## src/shared/carrier_regs.svh

```systemverilog
`ifndef CARRIER_REGS_SVH
`define CARRIER_REGS_SVH

// Carrier values are in units of 0.1 kHz.
`define CARRIER_MIN_SET 8'd20
`define CARRIER_MAX_SET 8'd150
`define CARRIER_RESET_VAL 8'd100
`define CARRIER_FLOOR 8'd30
`define CARRIER_STEP1 8'd120
`define CARRIER_STEP2 8'd90
`define CARRIER_STEP3 8'd60
`define CARRIER_STEP4 8'd30
// Current thresholds in percent of rated current.
`define CUR_THR1 8'd60
`define CUR_THR2 8'd72
`define CUR_THR3 8'd84
`define CUR_THR4 8'd96
`define CUR_HYST 8'd5
// Slew: 2 kHz per second is 0.1 kHz per 50 ms.
`define CLK_HZ 25000000
`define SLEW_STEP_MS 50
`define SLEW_CYCLES (`CLK_HZ / 1000 * `SLEW_STEP_MS)

`endif

```

## src/shared/carrier_pkg.sv

```systemverilog
package carrier_pkg;
  typedef enum logic [1:0] {
    reduce_off = 2'h0,
    reduce_current = 2'h1,
    reduce_heatsink = 2'h2
  } reduce_mode_t;

  typedef enum logic [2:0] {
    st_hold = 3'h1,
    st_track = 3'h2,
    st_settled = 3'h4
  } ramp_state_t;
endpackage

```

## src/shared/carrier_if.sv

```systemverilog
`timescale 1ns/10ps
`default_nettype none
interface carrier_if;
  logic [7:0] current_pct;
  logic [2:0] level;
  modport stepper (input current_pct, output level);
  modport user (output current_pct, input level);
endinterface
`default_nettype wire

```

## src/design/carrier_freq_auto_reduction.sv

```systemverilog
`timescale 1ns/10ps
`default_nettype none
`include "carrier_regs.svh"
// What this block does
// Accept carrier setting 2.0 to 15.0 kHz, default 10.0 kHz after reset.
// Reduction select: off, current-based, heatsink (heatsink is accepted but acts as off); current-based is reset default.
// Current at 60/72/84/96 percent lowers target to 12/9/6/3 kHz.
// Restore higher step only when current falls 5 percent below trigger.
// Active carrier moves toward target at no more than 2 kHz per second.
// Adjusted carrier stays between 3 kHz and the configured setting.
// Reduction disabled whenever configured setting is 3 kHz or lower.
// Ramp upward at the same rate; hold configured value while disabled.
module carrier_freq_auto_reduction (
  input wire logic clk,
  input wire logic rst_b,
  input wire logic setting_load,
  input wire logic [7:0] carrier_freq_setting,
  input wire logic [1:0] auto_carrier_reduce_select,
  input wire logic [7:0] current_pct,
  output logic [7:0] active_carrier,
  output logic [1:0] active_select
);
  // ***********************************************
  // Configuration
  // ***********************************************
  logic [7:0] setting;
  logic [7:0] cur_s1;
  logic [7:0] cur_s2;
  // Loads outside the legal range are ignored.
  wire logic setting_ok = carrier_freq_setting >= `CARRIER_MIN_SET &&
                          carrier_freq_setting <= `CARRIER_MAX_SET;
  wire logic sel_ok = auto_carrier_reduce_select != 2'h3;
  always_ff @(posedge clk) begin
    if (!rst_b) begin
      setting <= `CARRIER_RESET_VAL;
      active_select <= 2'h1;
    end else if (setting_load) begin
      if (setting_ok) begin
        setting <= carrier_freq_setting;
      end
      if (sel_ok) begin
        active_select <= auto_carrier_reduce_select;
      end
    end
  end

  // ***********************************************
  // Current synchroniser
  // ***********************************************
  // Current comes from the measurement path in another domain.
  always_ff @(posedge clk) begin
    if (!rst_b) begin
      cur_s1 <= 8'h00;
      cur_s2 <= 8'h00;
    end else begin
      cur_s1 <= current_pct;
      cur_s2 <= cur_s1;
    end
  end

  // ***********************************************
  // Target selection
  // ***********************************************
  wire logic reduce_en = active_select == carrier_pkg::reduce_current &&
                         setting > `CARRIER_FLOOR;

  // ***********************************************
  // Step detector link
  // ***********************************************
  carrier_if step_link ();
  assign step_link.current_pct = cur_s2;
  current_step_detect u_step (
    .clk(clk),
    .rst_b(rst_b),
    .enable(reduce_en),
    .link(step_link.stepper)
  );

  // Level 0 keeps the configured carrier; levels 1 to 4 pick the reduced steps.
  wire logic [7:0] step_val = step_link.level == 3'h4 ? `CARRIER_STEP4 :
                              step_link.level == 3'h3 ? `CARRIER_STEP3 :
                              step_link.level == 3'h2 ? `CARRIER_STEP2 :
                              step_link.level == 3'h1 ? `CARRIER_STEP1 : setting;
  wire logic [7:0] clamp_hi = step_val > setting ? setting : step_val;
  wire logic [7:0] floored = clamp_hi < `CARRIER_FLOOR ? `CARRIER_FLOOR : clamp_hi;
  // With reduction off the target is the setting itself, even below the floor.
  wire logic [7:0] target = reduce_en ? floored : setting;

  // ***********************************************
  // Slew limiter
  // ***********************************************
  logic [23:0] tick_cnt;
  wire logic tick = tick_cnt == 24'(`SLEW_CYCLES - 1);
  always_ff @(posedge clk) begin
    if (!rst_b || tick) begin
      tick_cnt <= 24'h000000;
    end else begin
      tick_cnt <= tick_cnt + 24'h000001;
    end
  end

  // ***********************************************
  // Ramp state
  // ***********************************************
  // Track ramps toward the target, settled waits for a new target, hold follows the setting.
  carrier_pkg::ramp_state_t state;
  carrier_pkg::ramp_state_t next_state;
  always_comb begin
    case (state)
      carrier_pkg::st_hold: next_state = reduce_en ? carrier_pkg::st_track : state;
      carrier_pkg::st_track: begin
        if (!reduce_en && active_carrier == setting) begin
          next_state = carrier_pkg::st_hold;
        end else if (active_carrier == target) begin
          next_state = carrier_pkg::st_settled;
        end else begin
          next_state = state;
        end
      end
      carrier_pkg::st_settled: next_state = active_carrier != target ||
                                            !reduce_en ? carrier_pkg::st_track : state;
      default: next_state = carrier_pkg::st_hold;
    endcase
  end
  wire logic holding = state == carrier_pkg::st_hold;
  wire logic [7:0] next_up = active_carrier + 8'h01;
  wire logic [7:0] next_down = active_carrier - 8'h01;
  logic [7:0] next_active;
  always_comb begin
    next_active = active_carrier;
    if (holding) begin
      next_active = setting;
    end else if (active_carrier > setting) begin
      next_active = setting;
    end else if (tick && active_carrier < target) begin
      next_active = next_up;
    end else if (tick && active_carrier > target) begin
      next_active = next_down;
    end
  end
  always_ff @(posedge clk) begin
    if (!rst_b) begin
      state <= carrier_pkg::st_hold;
      active_carrier <= `CARRIER_RESET_VAL;
    end else begin
      state <= next_state;
      active_carrier <= next_active;
    end
  end
endmodule
`default_nettype wire

```

## src/design/current_step_detect.sv

```systemverilog
`timescale 1ns/10ps
`default_nettype none
`include "carrier_regs.svh"
module current_step_detect (
  input wire logic clk,
  input wire logic rst_b,
  input wire logic enable,
  carrier_if.stepper link
);
  logic [2:0] level;
  wire logic [7:0] thr [0:3];
  assign thr[0] = `CUR_THR1;
  assign thr[1] = `CUR_THR2;
  assign thr[2] = `CUR_THR3;
  assign thr[3] = `CUR_THR4;
  // Level counts reached steps: 0 means no reduction, 4 means the lowest step.
  logic [2:0] count;
  logic [2:0] next_count;
  wire logic [3:0] above;
  wire logic [3:0] below;
  genvar g;
  generate
    for (g = 0; g < 4; g++) begin : g_thr
      assign above[g] = link.current_pct >= thr[g];
      assign below[g] = link.current_pct <= thr[g] - `CUR_HYST;
    end
  endgenerate
  always_comb begin
    next_count = count;
    if (!enable) begin
      next_count = 3'h0;
    end else if (count < 3'h4 && above[count[1:0]]) begin
      next_count = count + 3'h1;
    end else if (count != 3'h0 && below[count[1:0] - 2'h1]) begin
      next_count = count - 3'h1;
    end
  end
  always_ff @(posedge clk) begin
    if (!rst_b) begin
      count <= 3'h0;
    end else begin
      count <= next_count;
    end
  end
  assign level = count;
  assign link.level = level;
endmodule
`default_nettype wire

```

## config.mk

```make
export PLATFORM = sky130hd
export DESIGN_NAME = carrier_freq_auto_reduction
export DESIGN_NICKNAME = d
export VERILOG_FILES = /design/src/shared/carrier_pkg.sv /design/src/shared/carrier_if.sv /design/src/design/carrier_freq_auto_reduction.sv /design/src/design/current_step_detect.sv
export VERILOG_INCLUDE_DIRS = /design/src /design/src/shared
export SDC_FILE = /design/constraint.sdc
export NUM_CORES = 1
export LEC_CHECK = 0
export BUFFER_PORTS_ARGS = -buffer_cell sky130_fd_sc_hd__clkbuf_2
export CELL_PAD_IN_SITES_DETAIL_PLACEMENT = 0
export CELL_PAD_IN_SITES_GLOBAL_PLACEMENT = 2
export CORE_MARGIN = 1
export CORE_UTILIZATION = 37
export CTS_CLUSTER_DIAMETER = 40
export DETAILED_ROUTE_END_ITERATION = 8
export PLACE_DENSITY_LB_ADDON = 0.1
export SLEW_MARGIN = 20
export SYNTH_ARGS = -nofsm -noshare
export SYNTH_HDL_FRONTEND = slang
export SYNTH_SLANG_ARGS = --single-unit
```

## constraint.sdc

```tcl
create_clock -name clk -period 7.5 [get_ports clk]
set_input_delay 0 -clock clk [delete_from_list [all_inputs] [get_ports clk]]
set_output_delay 0 -clock clk [all_outputs]
set_load 0.005 [all_outputs]
```

* Word level (Yosys, flattened, before mapping)
Cells that the tools add are included.
** Word-level totals
- Flip-flop bits (word level) :: 64
- Logic and storage cells :: 89
- Output and inout bits :: 10
** Cells by class
- Equal/unequal tests :: 16
- Add/sub/neg operators :: 6
- Mux-type cells :: 22
- $lt $le $gt $ge :: 19
- Reduce and logical (&&, ||, !) cells :: 18
** Operators by type and width (count)
- $mux 8 :: 11
- $add 24x1->24 const B :: 1
- $eq 24x21->1 const B :: 1
- $ge 8x7->1 const B :: 3
- $gt 8x8->1 :: 3
- $le 8x7->1 const B :: 3
- $mux 3 :: 6
- $eq 8x8->1 :: 2
- $eq 3x2->1 const B :: 3
- $pmux 3 s3 :: 1
- $add 8x1->8 const B :: 1
- $ge 8x5->1 const B :: 1
- $ge 8x6->1 const B :: 1
- $gt 8x5->1 const B :: 1
- $le 8x6->1 const B :: 1
- $le 8x8->1 const B :: 1
- $lt 8x5->1 const B :: 1
- $lt 8x8->1 :: 1
- $ne 8x8->1 :: 1
- $sub 8x1->8 const B :: 1
- $logic_and 1x1->1 :: 7
- $eq 3x1->1 const B :: 2
- $eq 3x3->1 const B :: 2
- $lt 2x3->1 const B :: 2
- 16 further kinds :: 24

* Longest topological paths before layout
Gate-level depths: netlist (run 1).
- Depth in word-level cells :: 16
- Depth in mapped cells :: 27
- Depth with buffers taken out :: 27

* Modules after synthesis
A second synthesis (run 1) with hierarchy kept.
** Unflattened totals
- Cells, all modules :: 467
- Area, all modules :: 4035.1 um2
** By module, submodules not included
- carrier_freq_auto_reduction :: area each 3666.0 um2, times used 1, cells each 422, sequential area each 1221.2 um2
- current_step_detect :: area each 369.1 um2, times used 1, cells each 45, sequential area each 60.1 um2

* Least setup slack after synthesis (run 1)
No wires, ideal clock.
- Path kind :: register to register
- Start :: register u_step.count[0] (netlist: u_step.link.level[0])
- End :: register active_carrier[6]
- Stages on the path, launching flop included :: 27
- Library setup time :: 117 ps
- Data arrival time :: 5178 ps
- Setup slack :: 2205 ps
- Clock period less this slack :: 5295 ps
- Required time :: 7383 ps
- Cells stage by stage :: dfxtp_1 inv_1 ha_1 nor2b_1 a21oi_1 nor2_1 nor2_1 ha_1 a21o_1 a21o_1 a21oi_1 o21ai_1 a21oi_2 mux2i_1 ha_1 and3_4 a221o_1 a21oi_1 nand2_1 fa_1 a21o_1 a21o_1 a21o_1 a21oi_1 xor2_1 o211a_1 o21ai_1
** Between the ends
- Cells in the longest elaborated chain, start to end :: 15
** RTL lines
- start: declaration :: line current_step_detect.sv:17 : logic [2:0] count;
- start signal: assignment :: line current_step_detect.sv:42 : count <= next_count;
- $eq 3x1->1 :: line carrier_freq_auto_reduction.sv:83 : step_link.level == 3'h1 ? `CARRIER_STEP1 : setting;
- $mux 8 :: line carrier_freq_auto_reduction.sv:83
- $mux 8 :: line carrier_freq_auto_reduction.sv:82 : step_link.level == 3'h2 ? `CARRIER_STEP2 :
- $mux 8 :: line carrier_freq_auto_reduction.sv:81 : step_link.level == 3'h3 ? `CARRIER_STEP3 :
- $mux 8 (*) :: line carrier_freq_auto_reduction.sv:80 : wire logic [7:0] step_val = step_link.level == 3'h4 ? `CARRIER_STEP4 :
- $gt 8x8->1 :: line carrier_freq_auto_reduction.sv:84 : wire logic [7:0] clamp_hi = step_val > setting ? setting : step_val;
- $mux 8 (*) :: line carrier_freq_auto_reduction.sv:84
- $lt 8x5->1 (no source line)
- $mux 8 (*) :: line carrier_freq_auto_reduction.sv:85 : wire logic [7:0] floored = clamp_hi < `CARRIER_FLOOR ? `CARRIER_FLOOR : clamp_hi;
- $mux 8 (*) :: line carrier_freq_auto_reduction.sv:87 : wire logic [7:0] target = reduce_en ? floored : setting;
- $lt 8x8->1 :: line carrier_freq_auto_reduction.sv:135 : end else if (tick && active_carrier < target) begin
- $logic_and 1x1->1 :: line carrier_freq_auto_reduction.sv:135
- $mux 8 :: line carrier_freq_auto_reduction.sv:135
- $mux 8 :: line carrier_freq_auto_reduction.sv:133 : end else if (active_carrier > setting) begin
- $mux 8 :: line carrier_freq_auto_reduction.sv:131 : if (holding) begin
- end signal: assignment :: line carrier_freq_auto_reduction.sv:144 : active_carrier <= `CARRIER_RESET_VAL;
- end signal: assignment :: line carrier_freq_auto_reduction.sv:147 : active_carrier <= next_active;
- end: declaration :: line carrier_freq_auto_reduction.sv:20 : output logic [7:0] active_carrier,
Mark *: on every way between the ends. The rest lies on a longest branch, timed or not.
A chain may end at the register's enable or synchronous reset.

* Worst setup path in the final report (run 1)
Same ends and word-level chain as after synthesis.

==> reports/results.ini, run 1 <==
[drt]
wl_per_cell_um = 14.3
first_iter_violations = 59
routed_wl_um = 8640
viasPerCell = 5.03
antenna_left = 0
drc = 0
vias = 3027
first_pass_iters = 6

[floorplanning]
fp.coreArea_um2 = 9770
row_count = 36
initial_utilization_pct = 38.1
die_h_um = 102
die-area_um2 = 10500
ios = 31
die_w_um = 102

[synthesis]
synthFlopType = dfxtp_1
synthArstFlopShare_pct = 0
netlist_instances = 418
ys_warn_count = 0
synth_area_um2 = 3720
syn_avg_cell_area_um2 = 8.91
synth_nets = 478
yosysSeqAreaShare_pct = 32.3
synth_cell_type_count = 68
synth_edf_count = 0
ys_seq_elements = 60

[global_route]
grt_start_max_net_pins = 36
grt_pass1_wl_um = 14400
grt_use_total_pct = 18.0
grt_overflow = 0
grt_antenna_before_repair = 0
grt_pass1_vias = 2858

[setup_path]
crit_cells = 26
cpMaxStageDelayCell = fa_1
worst_r2r_path_depth = 26
r2r_slack_ns = 1.41
cpPeakStageDelay_ns = 0.47
path_class = register to register
endpoint = active_carrier[6]$_SDFFE_PN1P_
start_kind = register
reg2reg_to = active_carrier[6]$_SDFFE_PN1P_
crit_start = u_step.link.level[0]$_SDFFE_PN0P_
crit_family = compound AO/OA/AOI/OAI gates
cp.arrival_ns = 6.28
worstPathMaxFanout = 8
worstPathRequired_ns = 7.69
reg2reg_from = u_step.link.level[0]$_SDFFE_PN0P_
crit_top_cell = a21o_1
endpoint_kind = register
path_buf_inv = 1

[clock_tree]
h-tree-depth = 3
clock_path_buffers = 2
cts-buffers-inserted = 9
cts_setup_buffers = 0
cts-root-buf = clkbuf_8
cts_tree = built
insertion_delay_ns = 0.33
path_clk_slew_ns = 0.07
clock_sinks = 60
ctsResizeCount = 0

[timing]
timing.final.crit_share_pct = 81.2
tightestPinTransition_ns = 0.943
finClkSkew_ns = 0.00814
relSlewSlack_pct = 37.1
fin_crit_ns = 6.09
hold_viol = 0
holdWs_ns = 0.0348
setup_viol = 0
slew_violations = 0
rsz0062_at_grt = false
fmax_mhz = 164
fin_setup_tns_ns = 0

[pwr]
peakVddDrop_mv = 0.116
power.switching_w = 0.000564
power_leakage_nw = 1.94
internal-power_w = 0.000811
sw_frac_of_total_pct = 41.0
p_clk_share_pct = 21.3
p_comb_share_pct = 49.3
p_seq_share_pct = 29.4
p_per_area_nw_per_um2 = 318

[min_path]
hp-class = input pin to register

[placed_design]
hpwl_um = 6650
gp_congestion = 0.797
numPortBuffers = 28

[final_layout]
multiInputGateArea_um2 = 2390
mostFrequentLayoutCells = dfxtp_1, nor2_1, ha_1
final_common_cell = dfxtp_1
diodes = 0
post-route-util_pct = 44.3
num-fill-cells = 997
nNetsFinal = 524
regArea_um2 = 1200
syn_to_final_growth_pct = 16.3
drive_gt1_share_pct = 13.4

[run]
maxCapViolCount = 0

[run_status]
status = complete, no violations

## synth_stat cells (all sizes together) (7+ instances only)
master	count	area share (%)
nand2	32	3.3
a21o	8	1.6
nor2	48	4.9
nand3	18	2.4
xnor2	11	2.6
inv	18	1.8
nor2b	10	1.7
mux2i	13	3.5
buf	7	1.4
and2	12	2.0
ha	38	13
dfxtp	60	32
and3	10	1.8
nor3	7	1.4
a21oi	24	3.3
xor2	20	4.7
nand4	10	2.1
o21ai	13	2.1
## area by class of cell
cell class	instances	share of cell area, %
inverters	18	1.56
clock buffers	9	2.86
multi-input cells	331	55.3
repair buffers	44	6.94
well taps	133	3.85
clock inverters	7	1.76
flip-flops and latches	60	27.8
## worst register-to-register path, delay by kind of cell, from the launching register on
family,cells,cell delay (ns)
simple gates,5,0.83
xor+xnor,1,0.18
compound gates,14,2.74
buf+inv,1,0.19
flops,1,0.46
mux,1,0.28
fa+ha+maj,4,1.27
## routing by layer
layer,wire length (um),GRT usage (%),vias up
met3,180,3.69,8
met2,4030,28.9,25
li1,-,-,1589
met1,4310,24.3,1405
met5,0,0,-
met4,110,5.05,0
## cells by family after synthesis
| kind of cell | Yosys count | synth area share (%) |
|---|---|---|
| AO/OA/AOI/OAI | 78 | 15.4 |
| XOR/XNOR | 31 | 7.29 |
| adder cells (fa/ha/maj) | 39 | 13.3 |
| buffers and inverters | 27 | 3.46 |
| flip-flops | 60 | 32.3 |
| multiplexers | 14 | 3.90 |
| AND/OR/NAND/NOR | 169 | 24.3 |
## power groups by stage
stage                     Clock, W  Sequential (W)  Combinational, W
after global routing      0.000318        0.000411          0.000780
after CTS                 0.000303        0.000405          0.000687
after detailed placement         0        0.000413          0.000677
after floorplan                  0        0.000395          0.000538
after global placement           0        0.000412          0.000666
final                     0.000293        0.000404          0.000677
## worst min-delay path by stage
stage	from	to	slack [ns]	cells past startpoint
after floorplan	carrier_freq_setting[2]	setting[2]$_SDFFE_PN1P_	0.12	2
after global placement	current_pct[6]	cur_s1[6]$_SDFF_PN0_	0.22	2
after detailed placement	current_pct[6]	cur_s1[6]$_SDFF_PN0_	0.21	2
after CTS	carrier_freq_setting[7]	setting[7]$_SDFFE_PN0P_	0.02	3
after global routing	carrier_freq_setting[7]	setting[7]$_SDFFE_PN0P_	0.06	3
final	carrier_freq_setting[7]	setting[7]$_SDFFE_PN0P_	0.03	3
## per-stage QoR
step                total power, W  instances  setup slack, ns  instance area, um2
floorplan                 0.000933        418             2.20                3720
global placement           0.00108        570             1.40                3970
detailed placement         0.00109        570             1.35                3970
CTS                        0.00139        602             1.32                4330
global route               0.00151        602            0.802                4330
finish                     0.00137        602             1.41                4330
## what timing repair did
item | 4_1_cts | 5_1_grt
setup endpoints to repair | 0 | 0
endpoints found under the hold margin | 15 | 0
hold buffers | 16 | 0
## registers in the layout (all words and copies together), names as in the netlist
signal and count:
state 3, active_carrier 8, setting 8, cur_s2 6
cur_s1 6, u_step.link.level 3, active_select 2, tick_cnt 24
Power figures use the tool's default switching activity.
==> inputs of run 2 (changes only) <==
Clock period 7.5 ns to 6 ns, I/O delays scaled along.
==> run 2 against run 1 <==
Final area grew 0.93%. Sequential share of layout area decreased by 0.25 points. Hold slack worse by 0.012 ns. Die area unchanged. Combinational power rose by 31%. Clock skew up 0.0011 ns. Sequential power is 25% higher. Worst setup slack worse by 0.98 ns. Via count up 0.79%. Final cell count is 0.83% higher. Global-route usage about the same. Critical path type unchanged. Critical endpoint unchanged. Largest cell class unchanged.
==> reports/results.ini, run 2 (synthesis gave the netlist of run 1 again) <==
[floorplanning]
ios = 31  ; unchanged
die_w_um = 102  ; unchanged
die-area_um2 = 10500  ; unchanged
fp.coreArea_um2 = 9770  ; unchanged
die_h_um = 102  ; unchanged
row_count = 36  ; unchanged
initial_utilization_pct = 38.1  ; unchanged

[clock_tree]
path_clk_slew_ns = 0.08  ; was 0.07 ns
insertion_delay_ns = 0.33  ; about the same
cts-root-buf = clkbuf_8  ; unchanged
cts_tree = built  ; unchanged
h-tree-depth = 3  ; unchanged
clock_sinks = 60  ; unchanged
cts_setup_buffers = 0  ; unchanged
clock_path_buffers = 2  ; unchanged
cts-buffers-inserted = 9  ; unchanged

[run_status]
status = complete, no violations  ; unchanged

[global_route]
grt_pass1_wl_um = 14400  ; about the same
grt_overflow = 0  ; unchanged
grt_pass1_vias = 2988  ; was 2858
grt_use_total_pct = 17.9  ; was 18.0%
grt_antenna_before_repair = 0  ; unchanged
grt_start_max_net_pins = 36  ; unchanged

[final_layout]
num-fill-cells = 992  ; was 997
diodes = 0  ; unchanged
final_common_cell = dfxtp_1  ; unchanged
reg_top3 = tick_cnt x24, active_carrier x8, setting x8  ; unchanged
nNetsFinal = 529  ; was 524
top_register = tick_cnt  ; unchanged
mostFrequentLayoutCells = dfxtp_1, nor2_1, ha_1  ; unchanged
largest_reg_flops = 24  ; unchanged
drive_gt1_share_pct = 15.2  ; was 13.4%
fin_cells = 607  ; was 602
syn_to_final_growth_pct = 17.3  ; was 16.3%

[drt]
first_pass_iters = 4  ; was 6
wl_per_cell_um = 14.2  ; was 14.3 um
vias = 3051  ; was 3027
routed_wl_um = 8610  ; was 8640 um
drc = 0  ; unchanged
viasPerCell = 5.03  ; about the same
first_iter_violations = 67  ; was 59
antenna_left = 0  ; unchanged

[setup_path]
cpMaxStageDelayCell = dfxtp_1  ; was fa_1
crit_family = compound AO/OA/AOI/OAI gates  ; unchanged
crit_start = u_step.link.level[0]$_SDFFE_PN0P_  ; unchanged
path_buf_inv = 1  ; unchanged
crit_top_cell = a21o_1  ; unchanged
path_class = register to register  ; unchanged
cpPeakStageDelay_ns = 0.46  ; was 0.47 ns
endpoint_kind = register  ; unchanged
worstPathMaxFanout = 8  ; unchanged
start_kind = register  ; unchanged
worstPathRequired_ns = 6.18  ; was 7.69 ns
reg2reg_from = u_step.link.level[0]$_SDFFE_PN0P_  ; unchanged
cp.arrival_ns = 5.76  ; was 6.28 ns

[timing]
hold_viol = 0  ; unchanged
fmax_mhz = 179  ; was 164 MHz
setup_viol = 0  ; unchanged
fin_setup_tns_ns = 0  ; unchanged
fin_crit_ns = 5.57  ; was 6.09 ns
tightestPinTransition_ns = 0.929  ; was 0.943 ns
relSlewSlack_pct = 38.1  ; was 37.1%
timing.final.crit_share_pct = 92.9  ; was 81.2%
slew_violations = 0  ; unchanged
finClkSkew_ns = 0.00922  ; was 0.00814 ns
rsz0062_at_grt = false  ; unchanged

[min_path]
hp-class = input pin to register  ; unchanged
hold_start = carrier_freq_setting[7]  ; unchanged

[pwr]
p_seq_share_pct = 29.3  ; was 29.4%
power_leakage_nw = 1.96  ; was 1.94 nW
p_per_area_nw_per_um2 = 393  ; was 318 nW/um2
sw_frac_of_total_pct = 42.1  ; was 41.0%
internal-power_w = 0.000993  ; was 0.000811 W
peakVddDrop_mv = 0.124  ; was 0.116 mV
power.switching_w = 0.000722  ; was 0.000564 W
p_comb_share_pct = 51.7  ; was 49.3%
p_clk_share_pct = 18.9  ; was 21.3%

[placed_design]
numPortBuffers = 28  ; unchanged
gp_congestion = 0.823  ; was 0.797
hpwl_um = 6610  ; was 6650 um
dp_cells = 575  ; was 570

[run]
maxCapViolCount = 0  ; unchanged

## run 2: layout make-up
| cell class | instances | area [um2] | share of cell area (%) |
|---|---|---|---|
| Tap cell | 133 | 166 | 3.81 |
| Sequential cell | 60 | 1200 | 27.5 |
| Clock inverter | 7 | 52.6 | 1.20 |
| Multi-Input combinational cell | 331 | 2420 | 55.4 |
| Clock buffer | 9 | 124 | 2.84 |
| Timing Repair Buffer | 49 | 338 | 7.73 |
| Inverter | 18 | 67.6 | 1.55 |
## run 2: final timing paths
path	endpoint	slack (ns)	cells after the start
worst min-delay path	setting[7]$_SDFFE_PN0P_	0.02	3
worst min register to register	cur_s2[2]$_SDFF_PN0_	0.44	1
worst max register to register	active_carrier[6]$_SDFFE_PN1P_	0.43	26
worst max-delay path	active_carrier[6]$_SDFFE_PN1P_	0.43	26
## run 2: tightest hold or removal path: stages
cell	delay (ns)
clkbuf_2	0.13
a22oi_1	0.09
nor2b_1	0.10
## run 2: per-layer routing
metal  wire, um  up-vias  part of all wire, %  track usage [%]
met3        178        7                  2.1             3.28
met5          0        -                    0                0
met1       4380     1416                   51             24.1
met4         73        0                 0.85             5.93
met2       3980       33                   46             29.0
li1           -     1595                    -                -
## run 2: power groups by stage
stage	sequential (W)	clock [W]	combinational (W)
finish	0.000504	0.000324	0.000888
global route	0.000512	0.000356	0.00102
CTS	0.000505	0.000338	0.000869
detailed placement	0.000513	0	0.000855
global placement	0.000514	0	0.000844
floorplan	0.000493	0	0.000672
## run 2: stage by stage
| step | power [W] | instance area [um2] | hold slack (ns) | worst slack [ns] | utilization, % |
|---|---|---|---|---|---|
| 4_1_cts | 0.00171 | 4340 | 0.0175 | 0.123 | 44.4 |
| 3_5_place_dp | 0.00137 | 4010 | 0.219 | 0.152 | 41.0 |
| 2_1_floorplan | 0.00117 | 3720 | 0.124 | 0.705 | - |
| 5_1_grt | 0.00188 | 4370 | 0.0261 | 0.00250 | 44.7 |
| 6_report | 0.00172 | 4370 | 0.0224 | 0.426 | 44.7 |
| 3_3_place_gp | 0.00136 | 4010 | 0.219 | 0.271 | 41.0 |
## run 2: repair_timing
item | 4_1_cts | 5_1_grt
hold buffers | 16 | 0
gates resized for setup | 0 | 5
hold endpoints to repair | 15 | 0
endpoints found under the setup margin | 0 | 3
